File: src/logic/shp_map.svh
// Constants of the serial host port: widths, codes, reset values, timing
`ifndef SHP_MAP_SVH
`define SHP_MAP_SVH

// Data path
`define SHP_DW            24
`define SHP_FIFO_DEPTH    4
`define SHP_PTR_W         2
`define SHP_CNT_W         3
`define SHP_FIFO_FULL_CNT 3'h4

// Word length field codes and bit counts
`define SHP_WL_8          2'h0
`define SHP_WL_16         2'h1
`define SHP_BITS_8        5'h08
`define SHP_BITS_16       5'h10
`define SHP_BITS_24       5'h18

// Request enable field codes
`define SHP_REQ_OFF       2'h0
`define SHP_REQ_RX        2'h1
`define SHP_REQ_TX        2'h2
`define SHP_REQ_BOTH      2'h3

// Master clock: half period is clk_div plus this many core cycles
`define SHP_MIN_HALF      9'h004

// Reset values
`define SHP_RST_WORD      24'h000000
`define SHP_RST_BITS      5'h00
`define SHP_RST_EDGES     6'h00
`define SHP_RST_DIV       9'h000

`endif

File: src/logic/shp_pkg.sv
// Types shared by the serial host port modules
package shp_pkg;

  // Configuration bits driven by software
  typedef struct packed {
    logic       port_enable_bit;
    logic       i2c_select_bit;
    logic       master_select_bit;
    logic       cpol;
    logic       cpha;
    logic [7:0] clk_div;
    logic [1:0] word_length_field;
    logic [1:0] request_enable_field;
    logic       bus_error_interrupt_enable;
  } shp_cfg_t;

  // Status bits seen by software
  typedef struct packed {
    logic transmit_empty_flag;
    logic receive_not_empty_flag;
    logic receive_full_flag;
    logic overrun_flag;
    logic bus_error_flag;
    logic port_busy_flag;
  } shp_status_t;

  // Pin levels arriving from outside
  typedef struct packed {
    logic sck;
    logic miso;
    logic mosi;
    logic ss_b;
    logic host_request_b;
  } shp_pins_in_t;

  // Pin levels and enables driven out; enables are low while driving
  typedef struct packed {
    logic sck;
    logic sck_oe_b;
    logic miso;
    logic miso_oe_b;
    logic mosi;
    logic mosi_oe_b;
    logic host_request_b;
    logic host_request_oe_b;
  } shp_pins_out_t;

  // Operating mode of the port
  typedef enum logic [1:0] {
    SHP_OFF    = 2'b00,
    SHP_SLAVE  = 2'b01,
    SHP_MASTER = 2'b10
  } shp_mode_t;

  // Master word sequencer
  typedef enum logic [0:0] {
    SHP_IDLE = 1'b0,
    SHP_RUN  = 1'b1
  } shp_mst_t;

endpackage : shp_pkg

File: src/logic/shp_port.sv
// Serial host port in SPI slave and SPI master modes
`timescale 1ns/100ps
`include "shp_map.svh"

module shp_port (
  input  wire logic                   core_clk,
  input  wire logic                   rst_b,
  input  wire shp_pkg::shp_cfg_t      cfg,
  input  wire logic                   tx_wr,
  input  wire logic [`SHP_DW-1:0]     tx_data,
  input  wire logic                   rx_rd,
  output logic      [`SHP_DW-1:0]     rx_data,
  output shp_pkg::shp_status_t        status,
  output logic                        bus_error_irq,
  input  wire shp_pkg::shp_pins_in_t  pins_in,
  output shp_pkg::shp_pins_out_t      pins_out
);
  import shp_pkg::*;

  // State of the port apart from the receive FIFO
  typedef struct packed {
    shp_pins_in_t       sync1;
    shp_pins_in_t       sync2;
    logic               sck_q;
    shp_mst_t           mst;
    logic [`SHP_DW-1:0] shift_register;
    logic [`SHP_DW-1:0] transmit_holding_register;
    logic               tx_full;
    logic               tde;
    logic               out_bit;
    logic [4:0]         bits;
    logic [5:0]         edges;
    logic [8:0]         div;
    logic               sck_lvl;
    logic               word_started;
    logic               tx_loaded;
    logic               host_request_line_asrt;
    logic               bus_err;
    logic               overrun;
  } shp_st_t;

  localparam shp_st_t ST_RST = '{
    sync1                     : '1,
    sync2                     : '1,
    sck_q                     : 1'b0,
    mst                       : SHP_IDLE,
    shift_register            : `SHP_RST_WORD,
    transmit_holding_register : `SHP_RST_WORD,
    tx_full                   : 1'b0,
    tde                       : 1'b1,
    out_bit                   : 1'b0,
    bits                      : `SHP_RST_BITS,
    edges                     : `SHP_RST_EDGES,
    div                       : `SHP_RST_DIV,
    sck_lvl                   : 1'b0,
    word_started              : 1'b0,
    tx_loaded                 : 1'b0,
    host_request_line_asrt                 : 1'b0,
    bus_err                   : 1'b0,
    overrun                   : 1'b0
  };

  // Bits in one word for a word length code
  function automatic logic [4:0] shp_word_bits(input logic [1:0] wl);
    case (wl)
      `SHP_WL_8:  shp_word_bits = `SHP_BITS_8;
      `SHP_WL_16: shp_word_bits = `SHP_BITS_16;
      default:    shp_word_bits = `SHP_BITS_24;
    endcase
  endfunction : shp_word_bits

  // Moves a received word to the top of the data word
  function automatic logic [`SHP_DW-1:0] shp_align(
    input logic [`SHP_DW-1:0] v,
    input logic [1:0]         wl
  );
    case (wl)
      `SHP_WL_8:  shp_align = {v[7:0], 16'h0000};
      `SHP_WL_16: shp_align = {v[15:0], 8'h00};
      default:    shp_align = v;
    endcase
  endfunction : shp_align

  // Operating mode from the enable and select bits
  function automatic shp_mode_t shp_mode(input shp_cfg_t c);
    if (!c.port_enable_bit || c.i2c_select_bit)
      shp_mode = SHP_OFF;
    else if (c.master_select_bit)
      shp_mode = SHP_MASTER;
    else
      shp_mode = SHP_SLAVE;
  endfunction : shp_mode

  shp_st_t            st;
  shp_st_t            next_st;
  shp_mode_t          mode;
  logic               ss_act;
  logic               host_request_line_in;
  logic [4:0]         nbits;
  logic [8:0]         half_m1;
  logic               edge_ev;
  logic               lead;
  logic               samp;
  logic               din;
  logic [`SHP_DW-1:0] shifted;
  logic               push;
  logic [`SHP_DW-1:0] push_data;
  logic               fifo_empty;
  logic               fifo_full;
  logic               rx_cond;
  logic               tx_cond;
  logic               req;

  // Receive FIFO, emptied while the port is held in reset
  shp_rx_fifo u_rx_fifo (
    .core_clk  (core_clk),
    .rst_b     (rst_b),
    .clear     (mode == SHP_OFF),
    .push      (push),
    .push_data (push_data),
    .pop       (rx_rd),
    .pop_data  (rx_data),
    .empty     (fifo_empty),
    .full      (fifo_full)
  );

  // Decoded mode and synchronised pin levels
  assign mode    = shp_mode(cfg);
  assign ss_act  = !st.sync2.ss_b;
  assign host_request_line_in = !st.sync2.host_request_b;
  assign nbits   = shp_word_bits(cfg.word_length_field);
  assign half_m1 = {1'b0, cfg.clk_div} + `SHP_MIN_HALF - 9'h001;

  // Next state of the port
  always_comb
  begin
    next_st   = st;
    edge_ev   = 1'b0;
    lead      = 1'b0;
    samp      = 1'b0;
    din       = 1'b0;
    shifted   = `SHP_RST_WORD;
    push      = 1'b0;
    push_data = `SHP_RST_WORD;
    rx_cond   = 1'b0;
    tx_cond   = 1'b0;
    req       = 1'b0;

    // Two flip-flop synchronisers and clock history
    next_st.sync1 = pins_in;
    next_st.sync2 = st.sync1;
    next_st.sck_q = st.sync2.sck;

    // Overrun clears on a FIFO read; a new overrun below wins
    if (rx_rd)
      next_st.overrun = 1'b0;

    case (mode)
      SHP_SLAVE:
      begin
        // External clock edges count only while selected
        din     = st.sync2.mosi;
        edge_ev = ss_act && (st.sck_q != st.sync2.sck);
        lead    = (st.sck_q == cfg.cpol);
        samp    = cfg.cpha ? !lead : lead;
        if (!ss_act)
        begin
          next_st.bits         = `SHP_RST_BITS;
          next_st.word_started = 1'b0;
        end
        else if (!edge_ev && st.bits == `SHP_RST_BITS
                 && !st.word_started && st.tx_full)
        begin
          // Holding word moves in only between words
          next_st.shift_register = st.transmit_holding_register;
          next_st.out_bit        = st.transmit_holding_register[`SHP_DW-1];
          next_st.tx_full        = 1'b0;
          next_st.tde            = 1'b1;
          next_st.tx_loaded      = 1'b1;
        end
        if (!ss_act && st.tx_full && !st.word_started)
        begin
          // Preload while deselected so phase 0 has its first bit ready
          next_st.shift_register = st.transmit_holding_register;
          next_st.out_bit        = st.transmit_holding_register[`SHP_DW-1];
          next_st.tx_full        = 1'b0;
          next_st.tde            = 1'b1;
          next_st.tx_loaded      = 1'b1;
        end
      end

      SHP_MASTER:
      begin
        din = st.sync2.miso;
        if (ss_act)
          next_st.bus_err = 1'b1;
        case (st.mst)
          SHP_IDLE:
          begin
            next_st.sck_lvl = cfg.cpol;
            // Start needs a written word, no bus error, and a request unless the request enable field is off
            if (st.tx_full && !st.bus_err
                && (cfg.request_enable_field == `SHP_REQ_OFF
                    || host_request_line_in))
            begin
              next_st.shift_register = st.transmit_holding_register;
              next_st.out_bit = st.transmit_holding_register[`SHP_DW-1];
              next_st.tx_full = 1'b0;
              next_st.tde     = cfg.cpha;
              next_st.mst     = SHP_RUN;
              next_st.div     = `SHP_RST_DIV;
              next_st.edges   = `SHP_RST_EDGES;
              next_st.bits    = `SHP_RST_BITS;
            end
          end
          SHP_RUN:
          begin
            // Divider toggles the clock once every half period
            if (st.div == half_m1)
            begin
              next_st.div     = `SHP_RST_DIV;
              edge_ev         = 1'b1;
              lead            = (st.sck_lvl == cfg.cpol);
              samp            = cfg.cpha ? !lead : lead;
              next_st.sck_lvl = !st.sck_lvl;
              next_st.edges   = st.edges + 6'h01;
              if (st.edges + 6'h01 == {nbits, 1'b0})
              begin
                // Whole word clocked; wait for the next start
                next_st.mst = SHP_IDLE;
                if (!cfg.cpha)
                  next_st.tde = !st.tx_full;
              end
            end
            else
              next_st.div = st.div + 9'h001;
          end
          default:
            next_st.mst = SHP_IDLE;
        endcase
      end

      default:
        next_st.mst = SHP_IDLE;
    endcase

    // Shared shifter: sample on one edge, drive on the other
    if (edge_ev)
    begin
      if (lead)
      begin
        next_st.word_started = 1'b1;
        next_st.tx_loaded    = 1'b0;
      end
      if (samp)
      begin
        shifted = {st.shift_register[`SHP_DW-2:0], din};
        next_st.shift_register = shifted;
        next_st.bits = st.bits + 5'h01;
        if (st.bits + 5'h01 == nbits)
        begin
          // Keep the received word MSB-aligned so a resend starts at its top
          next_st.shift_register = shp_align(shifted, cfg.word_length_field);
          next_st.bits         = `SHP_RST_BITS;
          next_st.word_started = 1'b0;
          if (fifo_full)
            next_st.overrun = 1'b1;
          else
          begin
            push      = 1'b1;
            push_data = shp_align(shifted, cfg.word_length_field);
          end
        end
      end
      else
        next_st.out_bit = st.shift_register[`SHP_DW-1];
    end

    // Slave request line conditions
    rx_cond = !st.word_started && !fifo_full;
    tx_cond = st.tx_loaded;
    case (cfg.request_enable_field)
      `SHP_REQ_RX:   req = rx_cond;
      `SHP_REQ_TX:   req = tx_cond;
      `SHP_REQ_BOTH: req = rx_cond && tx_cond;
      default:       req = 1'b0;
    endcase
    next_st.host_request_line_asrt = (mode == SHP_SLAVE) && req;

    // A software write fills the holding register after any load above
    if (tx_wr)
    begin
      next_st.transmit_holding_register = tx_data;
      next_st.tx_full = 1'b1;
      next_st.tde     = 1'b0;
    end

    // Clearing the enable holds the port in its reset state
    if (mode == SHP_OFF)
    begin
      next_st       = ST_RST;
      next_st.sync1 = pins_in;
      next_st.sync2 = st.sync1;
      next_st.sck_q = st.sync2.sck;
      next_st.sck_lvl = cfg.cpol;
    end
  end

  // State register
  always_ff @(posedge core_clk or negedge rst_b)
  begin
    if (!rst_b)
      st <= ST_RST;
    else
      st <= next_st;
  end

  // Pin drivers per mode
  always_comb
  begin
    pins_out.sck               = st.sck_lvl;
    pins_out.sck_oe_b          = (mode != SHP_MASTER);
    pins_out.mosi              = st.out_bit;
    pins_out.mosi_oe_b         = (mode != SHP_MASTER);
    pins_out.miso              = st.out_bit;
    pins_out.miso_oe_b         = !((mode == SHP_SLAVE) && ss_act);
    pins_out.host_request_b    = !st.host_request_line_asrt;
    pins_out.host_request_oe_b = (mode != SHP_SLAVE);
  end

  // Status flags
  always_comb
  begin
    status.transmit_empty_flag    = st.tde;
    status.receive_not_empty_flag = !fifo_empty;
    status.receive_full_flag      = fifo_full;
    status.overrun_flag           = st.overrun;
    status.bus_error_flag         = st.bus_err;
    if (mode == SHP_MASTER)
      status.port_busy_flag = st.tx_full || (st.mst == SHP_RUN);
    else if (mode == SHP_SLAVE)
      status.port_busy_flag = ss_act;
    else
      status.port_busy_flag = 1'b0;
  end

  // Bus error interrupt request
  assign bus_error_irq = st.bus_err && cfg.bus_error_interrupt_enable;

endmodule : shp_port

File: src/logic/shp_rx_fifo.sv
// Receive FIFO of the serial host port
`timescale 1ns/100ps
`include "shp_map.svh"

module shp_rx_fifo (
  input  wire logic                core_clk,
  input  wire logic                rst_b,
  input  wire logic                clear,
  input  wire logic                push,
  input  wire logic [`SHP_DW-1:0]  push_data,
  input  wire logic                pop,
  output logic      [`SHP_DW-1:0]  pop_data,
  output logic                     empty,
  output logic                     full
);
  import shp_pkg::*;

  typedef struct packed {
    logic [`SHP_FIFO_DEPTH-1:0][`SHP_DW-1:0] mem;
    logic [`SHP_PTR_W-1:0]                   wr;
    logic [`SHP_PTR_W-1:0]                   rd;
    logic [`SHP_CNT_W-1:0]                   cnt;
  } shp_fifo_st_t;

  shp_fifo_st_t st;
  shp_fifo_st_t next_st;
  logic         do_push;
  logic         do_pop;

  // Flags and head word
  assign empty    = (st.cnt == '0);
  assign full     = (st.cnt == `SHP_FIFO_FULL_CNT);
  assign pop_data = st.mem[st.rd];

  // Pointer and count update; a clear empties the FIFO
  always_comb
  begin
    next_st = st;
    do_push = push && !full;
    do_pop  = pop && !empty;
    if (do_push)
    begin
      next_st.mem[st.wr] = push_data;
      next_st.wr         = st.wr + 1'b1;
    end
    if (do_pop)
      next_st.rd = st.rd + 1'b1;
    if (do_push && !do_pop)
      next_st.cnt = st.cnt + 1'b1;
    else if (do_pop && !do_push)
      next_st.cnt = st.cnt - 1'b1;
    if (clear)
    begin
      next_st.wr  = '0;
      next_st.rd  = '0;
      next_st.cnt = '0;
    end
  end

  // State register
  always_ff @(posedge core_clk or negedge rst_b)
  begin
    if (!rst_b)
      st <= '0;
    else
      st <= next_st;
  end

endmodule : shp_rx_fifo

File: config.mk
export PLATFORM = sky130hd
export DESIGN_NAME = shp_port
export DESIGN_NICKNAME = d
export VERILOG_FILES = /design/src/logic/shp_pkg.sv /design/src/logic/shp_port.sv /design/src/logic/shp_rx_fifo.sv
export VERILOG_INCLUDE_DIRS = /design/src /design/src/logic
export SDC_FILE = /design/constraint.sdc
export NUM_CORES = 1
export LEC_CHECK = 0
export BUFFER_PORTS_ARGS = -buffer_cell sky130_fd_sc_hd__buf_2
export CAP_MARGIN = 0
export CORE_MARGIN = 2
export CORE_UTILIZATION = 35
export DETAILED_ROUTE_END_ITERATION = 10
export PLACE_DENSITY = 0.62
export SYNTH_ARGS = -nofsm -noshare
export SYNTH_HDL_FRONTEND = slang
export SYNTH_SLANG_ARGS = --single-unit
File: constraint.sdc
create_clock -name core_clk -period 3.26 [get_ports core_clk]
set_clock_uncertainty 0.05 [all_clocks]
set_input_delay 0.326 -clock core_clk [delete_from_list [all_inputs] [get_ports core_clk]]
set_output_delay 0.326 -clock core_clk [all_outputs]
set_load 0.05 [all_outputs]
[Word-level counts from Yosys, hierarchy flattened]
Index checks and enable logic that the tools add are counted.
Storage, ports and cells
  input port bits: 51
  output and inout port bits: 39
  memories: 0
  latch bits: 0
  memory bits (writable): 0
  memory bits (read-only): 0
  word-level logic and storage cells: 216
  register bits after elaboration: 192
Operators by class
  mux-type cells: 89
  $add $sub $neg: 9
  equality and inequality tests: 27
  reduce and logical (&&, ||, !) cells: 54
  div/mod/pow operators: 0
  shift-type cells: 0
  multipliers: 0
  $lt $le $gt $ge: 3
  bitwise gates (word level): 1
Operators with widths (number)
  2-to-1 mux 24 bit: 13
  bitwise mux 96 bit: 1
  case mux 24 bit (2 select lines): 2
  2-to-1 mux 78 bit: 1
  binary-select mux 24 bit (select 2 bit): 1
  demux 24 bit (select 2 bit): 1
  2-to-1 mux 1 bit: 35
  case mux 16 bit (2 select lines): 1
  inequality test 5 x 4 -> 1 bit (second input constant): 6
  2-to-1 mux 26 bit: 1
  2-to-1 mux 25 bit: 1
  2-to-1 mux 23 bit: 1
  logical AND 1 bit: 18
  2-to-1 mux 6 bit: 3
  zero test 1 bit: 16
  2-to-1 mux 16 bit: 1
  case mux 8 bit (2 select lines): 1
  2-to-1 mux 3 bit: 5
  2-to-1 mux 5 bit: 3
  2-to-1 mux 2 bit: 7
  case mux 1 bit (2 select lines): 7
  case mux 5 bit (2 select lines): 1
  adder 8 x 3 -> 9 bit (second input constant): 1
  adder 9 x 1 -> 9 bit (second input constant): 1
  other kinds (36): 55

[Logic depth before layout (Yosys ltp)]
  depth in word-level cells: 15
  depth in mapped cells: 14
  gate-level depth less buffers: 14

[Cells and area by module]
Synthesis repeated with hierarchy kept, for this count alone.
Unflattened totals
  cell total of the unflattened synthesis: 893
  area total of the unflattened synthesis: 10513.8 um2
By module, submodules not included
  shp_port: area an instance 5561.6 um2, instances 1, cells an instance 611
  shp_rx_fifo: area an instance 4952.2 um2, instances 1, cells an instance 282

[Least setup slack after synthesis]
OpenSTA, ideal clock, no wires.
  path kind: input to register
  start point: input cfg[17] (netlist name)
  end point: register u_rx_fifo.st[2] (netlist name)
  stages on the path: 13
  data arrival time: 3.417 ns
  setup slack: -0.285 ns
  required time: 3.132 ns
  setup time: 0.078 ns
  path through: nor2b_1 clkbuf_1 nand3_1 or2_2 nor2_2 clkbuf_1 o211ai_1 inv_1 ha_1 fa_1 xnor2_1 or3_1 a21oi_1
Between the ends
  word-level cells in the longest chain between the ends: 11
  elaborated cells between the ends (all ways): 17
  those cells by class: eq/ne: 2; mux: 7; reduce/logical: 8
RTL lines
  start: declaration: RTL line shp_port.sv:8  | input wire shp_pkg::shp_cfg_t cfg,
  zero test 1 bit *: RTL line shp_port.sv:86  | if (!c.port_enable_bit || c.i2c_select_bit)
  logical OR 1 bit *: RTL line shp_port.sv:86
  2-to-1 mux 2 bit *: RTL line shp_port.sv:86
  equality test 2 bit or equality test 2 x 1 -> 1 bit (tied branches): RTL line shp_port.sv:158  | case (mode)
  case mux 1 bit (2 select lines): RTL line shp_port.sv:158
  2-to-1 mux 1 bit: RTL line shp_port.sv:255  | if (samp)
  2-to-1 mux 1 bit: RTL line shp_port.sv:248  | if (edge_ev)
  logical AND 1 bit: RTL line shp_rx_fifo.sv:39  | do_push = push && !full;
  logical AND 1 bit or zero test 1 bit (tied branches): RTL line shp_rx_fifo.sv:48, shp_rx_fifo.sv:50
  2-to-1 mux 3 bit or logical AND 1 bit (tied branches): RTL line shp_rx_fifo.sv:48, shp_rx_fifo.sv:50
  2-to-1 mux 7 bit or nonzero test 3 bit (tied branches)
  end signal: assignment: RTL line shp_rx_fifo.sv:66  | st <= next_st;
  end: declaration: RTL line shp_rx_fifo.sv:25  | shp_fifo_st_t st;
Every way passes the cells marked *; elsewhere a longest branch is shown, timed or not.
A chain may end at the register's enable or synchronous reset.

[Final worst setup path]
  start point: register st[12] (netlist name)
  end point: register u_rx_fifo.st[2] (netlist name)
Between the ends
  word-level cells in the longest chain between the ends: 10
  elaborated cells between the ends (all ways): 16
  those cells by class: eq/ne: 1; mux: 10; reduce/logical: 5
RTL lines
  start: declaration: RTL line shp_port.sv:94  | shp_st_t st;
  start signal: assignment: RTL line shp_port.sv:315  | st <= next_st;
  equality test 9 bit *: RTL line shp_port.sv:219  | if (st.div == half_m1)
  2-to-1 mux 1 bit: RTL line shp_port.sv:219
  2-to-1 mux 1 bit: RTL line shp_port.sv:197  | case (st.mst)
  case mux 1 bit (2 select lines): RTL line shp_port.sv:158
  2-to-1 mux 1 bit: RTL line shp_port.sv:255
  2-to-1 mux 1 bit *: RTL line shp_port.sv:248
  logical AND 1 bit *: RTL line shp_rx_fifo.sv:39
  logical AND 1 bit or zero test 1 bit (tied branches): RTL line shp_rx_fifo.sv:48, shp_rx_fifo.sv:50
  2-to-1 mux 3 bit or logical AND 1 bit (tied branches): RTL line shp_rx_fifo.sv:48, shp_rx_fifo.sv:50
  2-to-1 mux 7 bit or nonzero test 3 bit (tied branches)
Marks and branches as above.

==> run summary <==
outcome - completed
synthesized flop and latch total - 192
post-route insts no fill - 1314
TritonCTS clock tree - built
gpl congestion - 0.8091
Max stage delay on crit path - 0.55 ns
Post-DRT Antenna Nets - 0
Chip Height - 175.6 um
Worst EP required - 3.57 ns
top achievable clock speed - 336.0 MHz
Worst Hold Class - in -> reg
MaxCap Viol Count - 0
critical path buffer and inverter count - 1
area grow syn2layout - 15.28%
Final Slew Violations - 0
Data arrival, critical path - 3.29 ns
Die Wd - 175.6 um
initial antenna violation count - 1
# DRC - 0
placed cell count - 1275
Worst setup SP type - flip-flop
leakage - 5.576 nW
sequential fraction of the synthesis area - 46.76%
post-CTS setup repair buffer count - 0
crit path max-delay cell type - or4b_1
synthesized area per cell - 12.37 sq um
sw frac - 24.44%
# fillers - 2764
FF-to-FF Start - st[12]
total power - 4.836 mW
Initial Utilization - 35.70%
CP startpoint - st[12]
combinational fraction of design power - 6.1%
maximum VDD drop - 0.0003920 V
Final HPWL DP - 16360 um
post-layout minimum cycle time - 2.976 ns
Post-synth EDFFs - 0
FP Rows - 62
Netlist cell types - 67
clk root buf - clkbuf_16
met1 Usage GRT - 23.48%
worst slew pin tran - 0.9135 ns
CP max FO - 9
Pre-Repair DR Iteration Count - 6
vias per std cell - 5.190
Ports - 90
pin count of the biggest net entering global routing - 81
P per Cell Area - 407.1 nW/um^2
Internal Power - 3.654 mW
Syn Std Cell Area - 10300 sq um
fraction of layout instances using a drive strength above 1 - 35.52%
post-synth top area cell - dfrtp_1
worst-case clock buffer depth - 2
syn nets - 895
Sequential Power Share - 50.1%
# H-tree levels - 4
Clk Latency, worst-skew pair - 0.44 ns
met2 Use GR - 25.11%
R2R setup slack - 0.28 ns
GR Overflow Total - 0
I/O Buffers - 89
worst slew margin relative to its limit - 39.10%
clock sink count - 192
RSZ-0062 raised after global routing - no
# resized after CTS - 0
Net Switching - 1.182 mW
top cell type's share of synthesized area - 43.96%
ys async rst share - 100.0%
CTS Buf Count - 17
cell count after synthesis - 833
WS Path Type - reg -> reg
fin crit share - 91.29%
first-pass GRT wire length - 39300 um
cell family with most CP delay - simple AND/OR/NAND/NOR gates
GR Util All Layers - 16.18%
ys flop type - dfrtp_1
hold_buf cts - 6
top cells by area, synth - dfrtp_1 44%, mux2_4 12%, mux2i_1 5.7%, mux4_2 5.2%, mux2_2 3.7%
Clk network pwr share - 43.8%
Critical Path Stages - 12
Synth top cells by count - 181 x dfrtp_1, 80 x mux2_4, 59 x mux2i_1
Setup crit end - u_rx_fifo.st[2]
Reg2Reg Depth - 12
met3 GRT Util - 2.857%
most used routing layer - met2
cells along the critical path - or4b_1 -> a211oi_1 -> nand3b_1 -> o2bb2ai_2 -> nor3_4 -> o211ai_1 -> inv_1 -> ha_2 -> fa_1 -> xnor2_1 -> or3_1 -> a21oi_1
Reg clk slew, reported paths - 0.08 ns
Core Footprint - 28860 sq um
Worst R2R End - u_rx_fifo.st[2]
Ys Warns - 0
wire per inst - 18.36 um
DIE AREA - 30830 sq um
final setup fails - 0
Initial DRC Count - 411
vias - 6820
WL final - 24130 um
top-count cell post-synth - dfrtp_1
Crit. End Element - flip-flop
Hold Fails Final Rpt - 0
number of global-route vias before repair - 6998
Multi-input gate area - 5095 sq um
Nets - 978
sequential cell area - 4818 sq um
==> worst min path at each step <==
stage,cells after the start,start,slack [ns],endpoint
floorplan,0,rst_b,-0.02,pins_out[3]
global placement,0,st[86],0.30,st[81]
detailed placement,0,st[85],0.30,st[80]
CTS,3,tx_data[12],0.06,st[41]
global route,3,tx_data[5],0.09,st[34]
finish,3,tx_data[12],0.07,st[41]
==> stage by stage <==
step                      setup WS [ns]  cell area, sq um  util, %  hold WS (ns)  setup TNS [ns]
after floorplan                0.008204             10320        -      -0.01959               0
after global placement           0.1011             11230    38.92        0.2955               0
after detailed placement       -0.01938             11230    38.92        0.2968        -0.01938
after CTS                        0.2619             11880    41.15       0.06432               0
after global routing            0.08973             11880    41.15       0.08523               0
final                            0.2839             11880    41.16       0.07411               0
==> cell families after synthesis <==
| kind of cell | count (synthesis) | synth area share [%] |
|---|---|---|
| flip-flops | 192 | 46.76 |
| AND/OR/NAND/NOR | 188 | 9.241 |
| multiplexers | 197 | 26.35 |
| buffers and inverters | 81 | 3.983 |
| adder cells (fa/ha/maj) | 11 | 1.409 |
| AO/OA/AOI/OAI | 144 | 10.55 |
| XOR/XNOR | 20 | 1.700 |
==> area by class of cell <==
class | instances | area share (%)
Antenna cell | 1 | 0.02107
Clock buffer | 19 | 3.645
Clock inverter | 13 | 1.264
Inverter | 21 | 0.6636
Multi-Input combinational cell | 560 | 42.89
Sequential cell | 192 | 40.57
Tap cell | 384 | 4.045
Timing Repair Buffer | 124 | 6.900
==> sequential cells by signal, summed over array words and instances (netlist names) <==
signal,cells
pins_out,2
u_rx_fifo.st,103
status,3
st,83
tx_cond,1
==> power by group through the flow <==
stage	Sequential, mW	Clock, mW	Combinational, mW
after floorplan	2.46	0	0.156
final	2.42	2.12	0.295
after global routing	2.42	2.27	0.327
after detailed placement	2.47	0	0.294
after global placement	2.47	0	0.291
after CTS	2.42	2.17	0.300
==> per-layer routing <==
layer | part of all wire [%] | up-vias
met3 | 3.8 | 17
met2 | 46 | 119
met4 | 1.1 | 0
met1 | 49 | 3471
met5 | 0 | -
li1 | - | 3213
==> tightest hold or removal path, stage by stage <==
cell	delay, ns
buf_2	0.08
mux2i_1	0.05
nor2_1	0.08
==> layout by cell type, fill, tap and decap left out, types with 3 or more instances in the layout <==
master,n
mux4_2,24
mux2_2,34
o22ai_1,3
xnor2_1,9
dlygate4sd3_1,6
a211oi_1,6
o2bb2ai_1,4
a21o_1,3
or2_2,4
nand2_1,39
buf_4,22
o211ai_1,3
o21ai_0,44
ha_1,9
mux2_4,80
clkinv_4,3
a31o_2,13
mux2i_1,59
o21a_1,3
inv_6,4
and2_1,13
nand3_1,19
nor2_1,50
xor2_1,11
dfrtp_1,181
buf_2,88
buf_12,7
o31ai_1,19
nor4_1,11
dfstp_2,11
or3_1,10
nand2b_1,3
a22o_1,11
nor3_1,13
nor2b_1,5
clkbuf_16,17
inv_1,21
a21oi_1,13
a31oi_1,3
o2111ai_4,4
No activity file was read; power rests on OpenSTA's default activity.
